## src/rtl/sdac_consts.svh

```systemverilog
`ifndef SDAC_CONSTS_SVH
`define SDAC_CONSTS_SVH
// ----------------------------------------
// Register byte addresses (APB, one word each)
// ----------------------------------------
`define SDAC_OFS_CTRL0 12'h000
`define SDAC_OFS_CTRL1 12'h004
`define SDAC_OFS_CLKSEL 12'h008
`define SDAC_OFS_RESL 12'h00c
`define SDAC_OFS_RESM 12'h010
`define SDAC_OFS_RESH 12'h014
`define SDAC_OFS_IRQ 12'h018
// ----------------------------------------
// Field positions
// ----------------------------------------
`define SDAC_C1_MODE_LSB 5
`define SDAC_C1_NREF 4
`define SDAC_C1_PREF 3
`define SDAC_C1_HOLD 2
`define SDAC_C1_DONE 1
`define SDAC_C0_RST 7
`define SDAC_C0_SLP 6
`define SDAC_C0_OFF 5
`define SDAC_C0_RATE_LSB 2
`define SDAC_C0_REFS 0
`define SDAC_IRQ_GIE 0
`define SDAC_IRQ_CIE 1
`define SDAC_IRQ_FLAG 2
// ----------------------------------------
// Reset values and codes
// ----------------------------------------
`define SDAC_CTRL0_RST 8'h20
`define SDAC_CTRL1_RST 8'h00
`define SDAC_CLKSEL_RST 5'h00
`define SDAC_CLK_BYPASS 5'h1f
`define SDAC_RES_MAX 20'h7ffff
`define SDAC_RES_MIN 20'h80000
`endif

```

## src/rtl/sdac_pkg.sv

```systemverilog
`default_nettype none
package sdac_pkg;
  typedef enum logic [1:0] {
    SDAC_PWRDN, SDAC_SLEEP, SDAC_RESET, SDAC_RUN
  } sdac_mode_t;
  typedef struct packed {
    logic ampOn;
    logic convOn;
    logic filterRst;
  } sdac_power_t;
  typedef struct packed {
    logic valid;
    logic overRange;
    logic underRange;
    logic [19:0] value;
  } sdac_sample_t;
endpackage
`default_nettype wire

```

## src/rtl/sdac_clk_div.sv

```systemverilog
`timescale 1ns/10ps
`default_nettype none
`include "sdac_consts.svh"
module sdac_clk_div (
  // Clock and reset
  input wire logic clock,
  input wire logic reset,
  // Control
  input wire logic [4:0] conv_clock_divisor,
  // Converter clock enable tick
  output logic convTick
);
  import sdac_pkg::*;
  logic [5:0] cnt_r;
  logic [5:0] cnt_nxt;
  logic [5:0] limit;
  logic bypass;
  // System clock / 2 / (field+1): tick every 2*(field+1) cycles, except code 1f, which ticks every cycle
  assign bypass = conv_clock_divisor == `SDAC_CLK_BYPASS;
  assign limit = {conv_clock_divisor, 1'b1};
  assign cnt_nxt = (cnt_r >= limit) ? 6'h00 : cnt_r + 6'h01;
  assign convTick = bypass | (cnt_r == 6'h00);
  // Divider counter
  always_ff @(posedge clock or posedge reset) begin
    if (reset) cnt_r <= 6'h00;
    else cnt_r <= cnt_nxt;
  end
endmodule
`default_nettype wire

```

## src/rtl/sdac_result_path.sv

```systemverilog
`timescale 1ns/10ps
`default_nettype none
`include "sdac_consts.svh"
module sdac_result_path (
  // Clock and reset
  input wire logic clock,
  input wire logic reset,
  // Sample in, hold control
  input wire sdac_pkg::sdac_sample_t sample,
  input wire logic holdEn,
  // Held result and accept pulse
  output logic [19:0] result,
  output logic accepted
);
  import sdac_pkg::*;
  logic [19:0] result_r;
  logic [19:0] sat;
  // Clamp out-of-range values to full scale
  assign sat = sample.overRange ? `SDAC_RES_MAX :
               sample.underRange ? `SDAC_RES_MIN : sample.value;
  // While held, newer results are discarded
  assign accepted = sample.valid & ~holdEn;
  assign result = result_r;
  // One 20-bit word updates all three bytes at once
  always_ff @(posedge clock or posedge reset) begin
    if (reset) result_r <= 20'h00000;
    else if (accepted) result_r <= sat;
  end
endmodule
`default_nettype wire

```

## src/rtl/sdac_ctrl.sv

```systemverilog
// Our own choices: the APB interface to the registers and the register addresses.
`timescale 1ns/10ps
`default_nettype none
`include "sdac_consts.svh"
module sdac_ctrl (
  // Clock and reset
  input wire logic clock,
  input wire logic reset,
  // APB slave
  input wire logic psel,
  input wire logic penable,
  input wire logic pwrite,
  input wire logic [11:0] paddr,
  input wire logic [31:0] pwdata,
  output logic [31:0] prdata,
  output logic pready,
  output logic pslverr,
  // Modulator side
  input wire sdac_pkg::sdac_sample_t sample,
  output sdac_pkg::sdac_power_t power,
  output logic convTick,
  output logic lowLatency,
  output logic clkDiv12,
  output logic [1:0] chopFactor,
  output logic [14:0] oversampleRatio,
  output logic neg_ref_buffer_en,
  output logic pos_ref_buffer_en,
  output logic reference_select,
  // Interrupt to processor
  output logic convIrq
);
  import sdac_pkg::*;
  // ----------------------------------------
  // Registers
  // ----------------------------------------
  logic [7:0] ctrl0_r;
  logic [7:0] ctrl1_r;
  logic [4:0] clkSel_r;
  logic [1:0] irqEn_r;
  logic done_r;
  logic irqFlag_r;
  logic rstPrev_r;
  logic [19:0] result;
  logic accepted;
  sdac_mode_t mode;
  // ----------------------------------------
  // Bus decode
  // ----------------------------------------
  logic access;
  logic wrEn;
  logic known;
  function automatic logic hit(input logic [11:0] a, input logic [11:0] o);
    hit = a == o;
  endfunction
  assign access = psel & penable;
  assign wrEn = access & pwrite;
  assign pready = 1'b1; // Zero wait states
  assign known = hit(paddr, `SDAC_OFS_CTRL0) | hit(paddr, `SDAC_OFS_CTRL1) |
                 hit(paddr, `SDAC_OFS_CLKSEL) | hit(paddr, `SDAC_OFS_RESL) |
                 hit(paddr, `SDAC_OFS_RESM) | hit(paddr, `SDAC_OFS_RESH) |
                 hit(paddr, `SDAC_OFS_IRQ);
  assign pslverr = access & ~known;
  logic wrC0;
  logic wrC1;
  logic wrCs;
  logic wrIrq;
  assign wrC0 = wrEn & hit(paddr, `SDAC_OFS_CTRL0);
  assign wrC1 = wrEn & hit(paddr, `SDAC_OFS_CTRL1);
  assign wrCs = wrEn & hit(paddr, `SDAC_OFS_CLKSEL);
  assign wrIrq = wrEn & hit(paddr, `SDAC_OFS_IRQ);
  // Read mux; unimplemented bits return zero
  logic [7:0] rdByte;
  assign rdByte =
    hit(paddr, `SDAC_OFS_CTRL0) ? {ctrl0_r[7:2], 1'b0, ctrl0_r[0]} :
    hit(paddr, `SDAC_OFS_CTRL1) ? {ctrl1_r[7:2], done_r, 1'b0} :
    hit(paddr, `SDAC_OFS_CLKSEL) ? {3'h0, clkSel_r} :
    hit(paddr, `SDAC_OFS_RESL) ? result[7:0] :
    hit(paddr, `SDAC_OFS_RESM) ? result[15:8] :
    hit(paddr, `SDAC_OFS_RESH) ? {4'h0, result[19:16]} :
    hit(paddr, `SDAC_OFS_IRQ) ? {5'h00, irqFlag_r, irqEn_r} : 8'h00;
  // High byte sign-extended into bits above would mislead; keep upper 24 bits low
  always_ff @(posedge clock or posedge reset) begin
    if (reset) prdata <= 32'h0000_0000;
    else if (psel & ~penable & ~pwrite) prdata <= {24'h000000, rdByte};
  end
  // ----------------------------------------
  // Mode decode
  // ----------------------------------------
  // Power off beats sleep beats restart
  assign mode = ctrl0_r[`SDAC_C0_OFF] ? SDAC_PWRDN :
                ctrl0_r[`SDAC_C0_SLP] ? SDAC_SLEEP :
                ctrl0_r[`SDAC_C0_RST] ? SDAC_RESET : SDAC_RUN;
  always_comb begin
    power = '0;
    case (mode)
      SDAC_PWRDN: power = '0;
      SDAC_SLEEP: power.ampOn = 1'b1;
      SDAC_RESET: power = 3'b111;
      SDAC_RUN: power = 3'b110;
      default: power = '0;
    endcase
  end
  // Restart falling edge: filter leaves reset, new conversion starts
  logic restartDone;
  assign restartDone = rstPrev_r & ~ctrl0_r[`SDAC_C0_RST];
  // ----------------------------------------
  // Output configuration
  // ----------------------------------------
  // Codes 000/010/100/110 valid; others reserved, bit 5 ignored so each acts as the even code below
  assign lowLatency = ctrl1_r[7];
  assign clkDiv12 = ctrl1_r[6];
  assign chopFactor = lowLatency ? 2'h1 : 2'h2;
  assign oversampleRatio = 15'h4000 >> ctrl0_r[4:2];
  assign neg_ref_buffer_en = ctrl1_r[`SDAC_C1_NREF];
  assign pos_ref_buffer_en = ctrl1_r[`SDAC_C1_PREF];
  assign reference_select = ctrl0_r[`SDAC_C0_REFS];
  // ----------------------------------------
  // Result path and divider
  // ----------------------------------------
  sdac_clk_div uDiv (
    .clock(clock),
    .reset(reset),
    .conv_clock_divisor(clkSel_r),
    .convTick(convTick)
  );
  sdac_result_path uRes (
    .clock(clock),
    .reset(reset),
    .sample(sample),
    .holdEn(ctrl1_r[`SDAC_C1_HOLD]),
    .result(result),
    .accepted(accepted)
  );
  // ----------------------------------------
  // Done flag and interrupt request
  // ----------------------------------------
  // Set only on accepted conversions; set beats software clear
  logic clrDone;
  logic clrFlag;
  assign clrDone = wrC1 & ~pwdata[`SDAC_C1_DONE];
  assign clrFlag = wrIrq & ~pwdata[`SDAC_IRQ_FLAG];
  always_ff @(posedge clock or posedge reset) begin
    if (reset) begin
      done_r <= 1'b0;
      irqFlag_r <= 1'b0;
    end else begin
      done_r <= accepted | (done_r & ~clrDone);
      irqFlag_r <= accepted | (irqFlag_r & ~clrFlag);
    end
  end
  // Both enables needed to reach the core
  assign convIrq = irqFlag_r & irqEn_r[`SDAC_IRQ_GIE] & irqEn_r[`SDAC_IRQ_CIE];
  // ----------------------------------------
  // Control register writes
  // ----------------------------------------
  always_ff @(posedge clock or posedge reset) begin
    if (reset) begin
      ctrl0_r <= `SDAC_CTRL0_RST;
      ctrl1_r <= `SDAC_CTRL1_RST;
      clkSel_r <= `SDAC_CLKSEL_RST;
      irqEn_r <= 2'h0;
      rstPrev_r <= 1'b0;
    end else begin
      rstPrev_r <= ctrl0_r[`SDAC_C0_RST];
      if (wrC0) ctrl0_r <= {pwdata[7:2], 1'b0, pwdata[0]};
      if (wrC1) ctrl1_r <= {pwdata[7:2], 2'b00};
      if (wrCs) clkSel_r <= pwdata[4:0];
      if (wrIrq) irqEn_r <= pwdata[1:0];
    end
  end
endmodule
`default_nettype wire

```

## config.mk

```make
export PLATFORM = sky130hd
export DESIGN_NAME = sdac_ctrl
export DESIGN_NICKNAME = d
export VERILOG_FILES = /design/src/rtl/sdac_pkg.sv /design/src/rtl/sdac_clk_div.sv /design/src/rtl/sdac_result_path.sv /design/src/rtl/sdac_ctrl.sv
export VERILOG_INCLUDE_DIRS = /design/src /design/src/rtl
export SDC_FILE = /design/constraint.sdc
export NUM_CORES = 1
export LEC_CHECK = 0
export BUFFER_PORTS_ARGS = -buffer_cell sky130_fd_sc_hd__buf_2
export CELL_PAD_IN_SITES_DETAIL_PLACEMENT = 0
export CELL_PAD_IN_SITES_GLOBAL_PLACEMENT = 2
export CORE_ASPECT_RATIO = 1.1
export CORE_UTILIZATION = 28
export CTS_BUF_LIST = sky130_fd_sc_hd__clkbuf_4
export DETAILED_ROUTE_END_ITERATION = 10
export PLACE_DENSITY_LB_ADDON = 0.05
export SYNTH_ARGS = -nofsm -noshare
export SYNTH_HDL_FRONTEND = slang
export SYNTH_SLANG_ARGS = --single-unit
export TNS_END_PERCENT = 20
```

## constraint.sdc

```tcl
create_clock -name clock -period 1.9 [get_ports clock]
set_clock_uncertainty 0.05 [all_clocks]
set_input_delay 0.095 -clock clock [delete_from_list [all_inputs] [get_ports clock]]
set_output_delay 0.095 -clock clock [all_outputs]
set_load 0.03 [all_outputs]
```

======== Yosys cells after proc, flatten, opt, wreduce, memory -nomap -nowiden ========
Cells that the tools add are included.
storage, ports and cells
  memories ................................ 0
  input bits .............................. 72
  memory bits (read-only) ................. 0
  flip-flop bits (word level) ............. 56
  latch bits .............................. 0
  output and inout bits ................... 61
  RAM bits ................................ 0
  logic and storage cells ................. 75
cells by class
  multipliers ............................. 0
  mux-type cells .......................... 16
  equality and inequality tests ........... 10
  divide/modulo/power cells ............... 0
  reduce and logical (&&, ||, !) cells .... 4
  add/subtract/negate cells ............... 1
  $lt $le $gt $ge ......................... 1
  bitwise operators ....................... 33
  shift-type cells ........................ 1
operator list
  operator                                              number
  two-way mux 20 bit                                    2
  two-way mux 8 bit                                     5
  equality test 12 x 5 -> 1 bit, second input constant  3
  equality test 12 x 4 -> 1 bit, second input constant  2
  bitwise AND 1 bit                                     16
  right shift 15 x 3 -> 15 bit, first input constant    1
  equality test 12 x 3 -> 1 bit, second input constant  1
  zero test 12 bit                                      1
  OR 1 bit                                              9
  inverter 1 bit                                        8
  adder 6 x 1 -> 6 bit, second input constant           1
  >= comparator 6 bit                                   1
  zero test 6 bit                                       1
  two-way mux 2 bit                                     3
  two-way mux 6 bit                                     1
  equality test 5 bit, second input constant            1
  equality test 2 bit, second input constant            2
  two-way mux 4 bit                                     1
  case mux 2 bit (2 select lines)                       1
  two-way mux 3 bit                                     1
  OR reduction 3 bit                                    1
  equality test 2 x 1 -> 1 bit, second input constant   1
  zero test 2 bit                                       1
  case mux 1 bit (2 select lines)                       1
  two-way mux 1 bit                                     1

======== Logic depth before layout (Yosys ltp) ========
  word-level depth ........................ 9
  mapped depth ............................ 7
  mapped depth without buffers ............ 7

======== Modules after synthesis ========
Synthesis repeated with hierarchy kept, for this count alone.
unflattened totals
  cells, all modules ...................... 353
  area total of the unflattened synthesis .. 3278.1 um2
modules (own cells, without submodules)
  module            area an instance (um2)  sequential area each (um2)  cells each  instances
  sdac_ctrl         1984.4                  752.0                       213         1
  sdac_result_path  869.6                   500.5                       91          1
  sdac_clk_div      424.2                   150.1                       49          1

======== Worst setup path before layout ========
OpenSTA, ideal clock, no wires.
  kind .................................... input -> register
  start point ............................. input paddr[7]
  end point ............................... register ctrl1_r[2]
  data arrival time ....................... 1.370 ns
  stages on the path ...................... 5
  library setup time ...................... 0.125 ns
  setup slack ............................. 0.355 ns
  buffers on the path ..................... 1
  required time ........................... 1.725 ns
  cell sequence ........................... or4_1 nor2_1 and4_2 buf_4 mux2_2
between the ends
  word-level cells in the longest chain between the ends .. 2
ends and longest elaborated chain
  element                        line              text
  from (decl)                    sdac_ctrl.sv:13   input wire logic [11:0] paddr,
  equality test 12 x 3 -> 1 bit  sdac_ctrl.sv:53   hit = a == o;
  bitwise AND 1 bit              sdac_ctrl.sv:68   assign wrC1 = wrEn & hit(paddr, `SDAC_OFS_CTRL1);
  to (signal assigned)           sdac_ctrl.sv:159  ctrl1_r <= `SDAC_CTRL1_RST;
  to (signal assigned)           sdac_ctrl.sv:166  if (wrC1) ctrl1_r <= {pwdata[7:2], 2'b00};
  to (decl)                      sdac_ctrl.sv:37   logic [7:0] ctrl1_r;
Every way passes these cells.
A chain may end at the register's enable or synchronous reset.

======== Final worst setup path ========
  start point ............................. register uDiv.cnt_r[3]
  end point ............................... output convTick
between the ends
  word-level cells in the longest chain between the ends .. 2
ends and longest elaborated chain
  element                 line                text
  from (decl)             sdac_clk_div.sv:14  logic [5:0] cnt_r;
  from (signal assigned)  sdac_clk_div.sv:26  else cnt_r <= cnt_nxt;
  zero test 6 bit         sdac_clk_div.sv:22  assign convTick = bypass | (cnt_r == 6'h00);
  OR 1 bit                sdac_clk_div.sv:22
  to (decl)               sdac_ctrl.sv:21     output logic convTick,
Every way passes these cells.

==> flow_summary_export.csv <==
group,metric,value,unit
outcome,outcome,"completed",
floorplan,fp.dieH,115,um
critical_path,rrSetupSlack,290,ps
global_route,grtUsageTotal,0.147,
hold_path,hp-start,"pwrite",
floorplan,core_area,11100,um^2
synth,synth.yosys.warnings,0,
timing,rsz0062_at_grt,"no",
drt,drt_wl_total,8350,um
drt,top_layer,"met4",
drt,drt.antenna.violating_nets,0,
pwr,powerDensity,647,nW/um^2
synth,yosys_register_bits,56,
finish,fin_area,4120,um^2
global_route,grt_max_degree,57,
finish,n_antenna_cell,0,
clock_network,clock_sinks,56,
timing,setup_tns,0,ps
global_route,grt-ovfl-total,0,
synth,syn-cell-area,3240,um^2
pwr,ir_worst_vdd,0.000272,V
global_route,grt_pass1_wl,13800,um
drt,drc,0,
clock_network,clkTransAtPathRegs,150,ps
pwr,p_comb_frac,0.260,
global_route,grt_antenna_before_repair,0,
clock_network,cts_root_buf,"clkbuf_4",
timing,maxSlewViolCount,0,
timing,min_period,1650,ps
synth,synthCells,350,
pwr,p_leak,2.01,nW
drt,dr_wl_met2,3590,um
drt,routedWlPerCell,13.8,um
clock_network,post_cts_resized,0,
pwr,intPower,1.81,mW
pwr,power_switching,0.851,mW
synth,synth_edf_count,0,
pwr,clockPowerShare,0.240,
finish,final_layout_size_suffix_gt1_frac,0.283,
critical_path,cp.arrival,1500,ps
drt,avgViaCountPerCell,4.43,
timing,slew_headroom,0.655,
placed_design,place_congestion,0.709,
timing,max_freq,0.607,GHz
critical_path,r2r_cells,5,
placed_design,port_buffers,76,
pwr,power_frac_seq,0.500,
clock_network,cts.path.max_buffers,2,
clock_network,h-tree-depth,2,
drt,wl_met3,336,um
critical_path,r2r-end,"prdata[4]",
global_route,grt_pass1_vias,2640,
pwr,p_sw_frac,0.319,
synth,async_flop_share,1.00,
hold_path,min_path_type,"input port to flop",
hold_path,hold_path_end,"prdata[4]",
timing,period_share,0.867,
synth,syn_area_per_cell,9.27,um^2
job,maxCapViolCount,0,
critical_path,crit_fanout,5,
critical_path,startpoint_type,"flop",
hold_path,hold_depth,4,
drt,m1WireLength,4340,um
critical_path,critPathLaunch,"uDiv.cnt_r[3]",
synth,seq_area_frac_synth,0.432,
synth,ys_top_cells_by_area,"dfrtp_1 (42%), buf_4 (7.9%), mux2_2 (6.9%)",
floorplan,die_area,12000,um^2
clock_network,worstSkewPairLatency,370,ps
synth,yosys.area.top_type_share,0.424,
drt,dr.first_iter.drc_count,108,
clock_network,cts_tree,"built",
clock_network,postCtsSetupRepairBufs,0,
finish,mostFrequentLayoutCell,"buf_2",
drt,vias,2672,
synth,synth-main-ff-cell,"dfrtp_1",
floorplan,dieWidth,105,um
synth,ys_types,53,
clock_network,cts_made_buffers,5,
critical_path,critPathCaptureType,"primary output",
finish,finalNetCount,534,
clock_network,hold_buffers,30,
timing,whs,38.5,ps
timing,setup_ws,252,ps
floorplan,ios,133,
timing,tightestPinTransition,514,ps
floorplan,start_util,0.292,
placed_design,place_ws,88.4,ps
critical_path,worstSetupPathType,"flop to primary output",
synth,yosysTopAreaCell,"dfrtp_1",
critical_path,reg2reg_from,"clkSel_r[4]",
placed_design,hpwl,6430,um
critical_path,cp.required,1750,ps
finish,final_cell_mix,"buf_2 (76), dfrtp_1 (55), nand2_1 (34)",
placed_design,placed_area,3730,um^2
drt,dr.pass1.iters,4,
timing,setup_viol,0,
timing,hold_viol_final,0,
floorplan,rows,40,
finish,areaGrowthSynthToFinish,26.9,%
finish,final_util,0.370,
## how the worst max path moves through the flow
stage                             to  slack, ps
after floorplan           ctrl1_r[2]        360
after global routing        convTick         70
after detailed placement  ctrl1_r[5]         90
after global placement    ctrl1_r[6]        100
after CTS                   convTick        220
final                       convTick        250
## per-stage QoR
step / std cells / power, mW
after global placement: 564 / 2.00
after detailed placement: 564 / 2.01
after floorplan: 380 / 1.82
final: 603 / 2.66
after CTS: 602 / 2.71
after global routing: 603 / 2.85
## power by group through the flow
stage          Combinational, mW  Clock [mW]  Sequential, mW
2_1_floorplan              0.482           0            1.33
3_3_place_gp               0.649           0            1.36
3_5_place_dp               0.653           0            1.36
4_1_cts                    0.702       0.674            1.33
5_1_grt                    0.786       0.714            1.35
6_report                   0.691       0.640            1.33
## metal layers
metal | up-vias | global-route usage
met3 | 6 | 0.0255
met5 | - | 0
met2 | 76 | 0.229
met1 | 1237 | 0.212
met4 | 0 | 0.0338
li1 | 1353 | -
## logic make-up after synthesis
family / synth area share
simple gates: 0.165
compound gates: 0.148
buf+inv: 0.127
flops: 0.432
mux: 0.0880
fa+ha+maj: 0.0270
xor+xnor: 0.0108
other cells: 0.00232
## Yosys cell counts, drive strengths merged (3+ instances only)
master	n
a211oi	5
a21oi	32
and3	4
buf	40
clkbuf	15
dfrtp	55
ha	7
inv	16
mux2	20
mux2i	6
nand2	34
nand3	7
nor2	18
nor2b	5
nor3	5
nor3b	6
nor4	4
o21ai	32
o31ai	3
or3	3
## final cells by class
type | instances | area (um^2)
flip-flops and latches | 56 | 1400
well taps | 147 | 184
fillers | 1187 | 7000
inverters | 17 | 63.8
repair buffers | 123 | 848
clock inverters | 3 | 37.5
clock buffers | 5 | 37.5
multi-input cells | 252 | 1540
## critical path: stages (launching register included)
cell and delay, ps:
dfrtp_1 480, nor4_1 290, nand2_1 70, o21ai_0 70, buf_2 220
## state kept, by name, summed over array words and instances, names as in the netlist
name and count:
irqEn_r 2, ctrl0_r 7, clkSel_r 5, uDiv.cnt_r 6, ctrl1_r 6, irqFlag_r 1, prdata 8, done_r 1
uRes.result 20
Note: power is estimated with default switching activity, not from simulation.
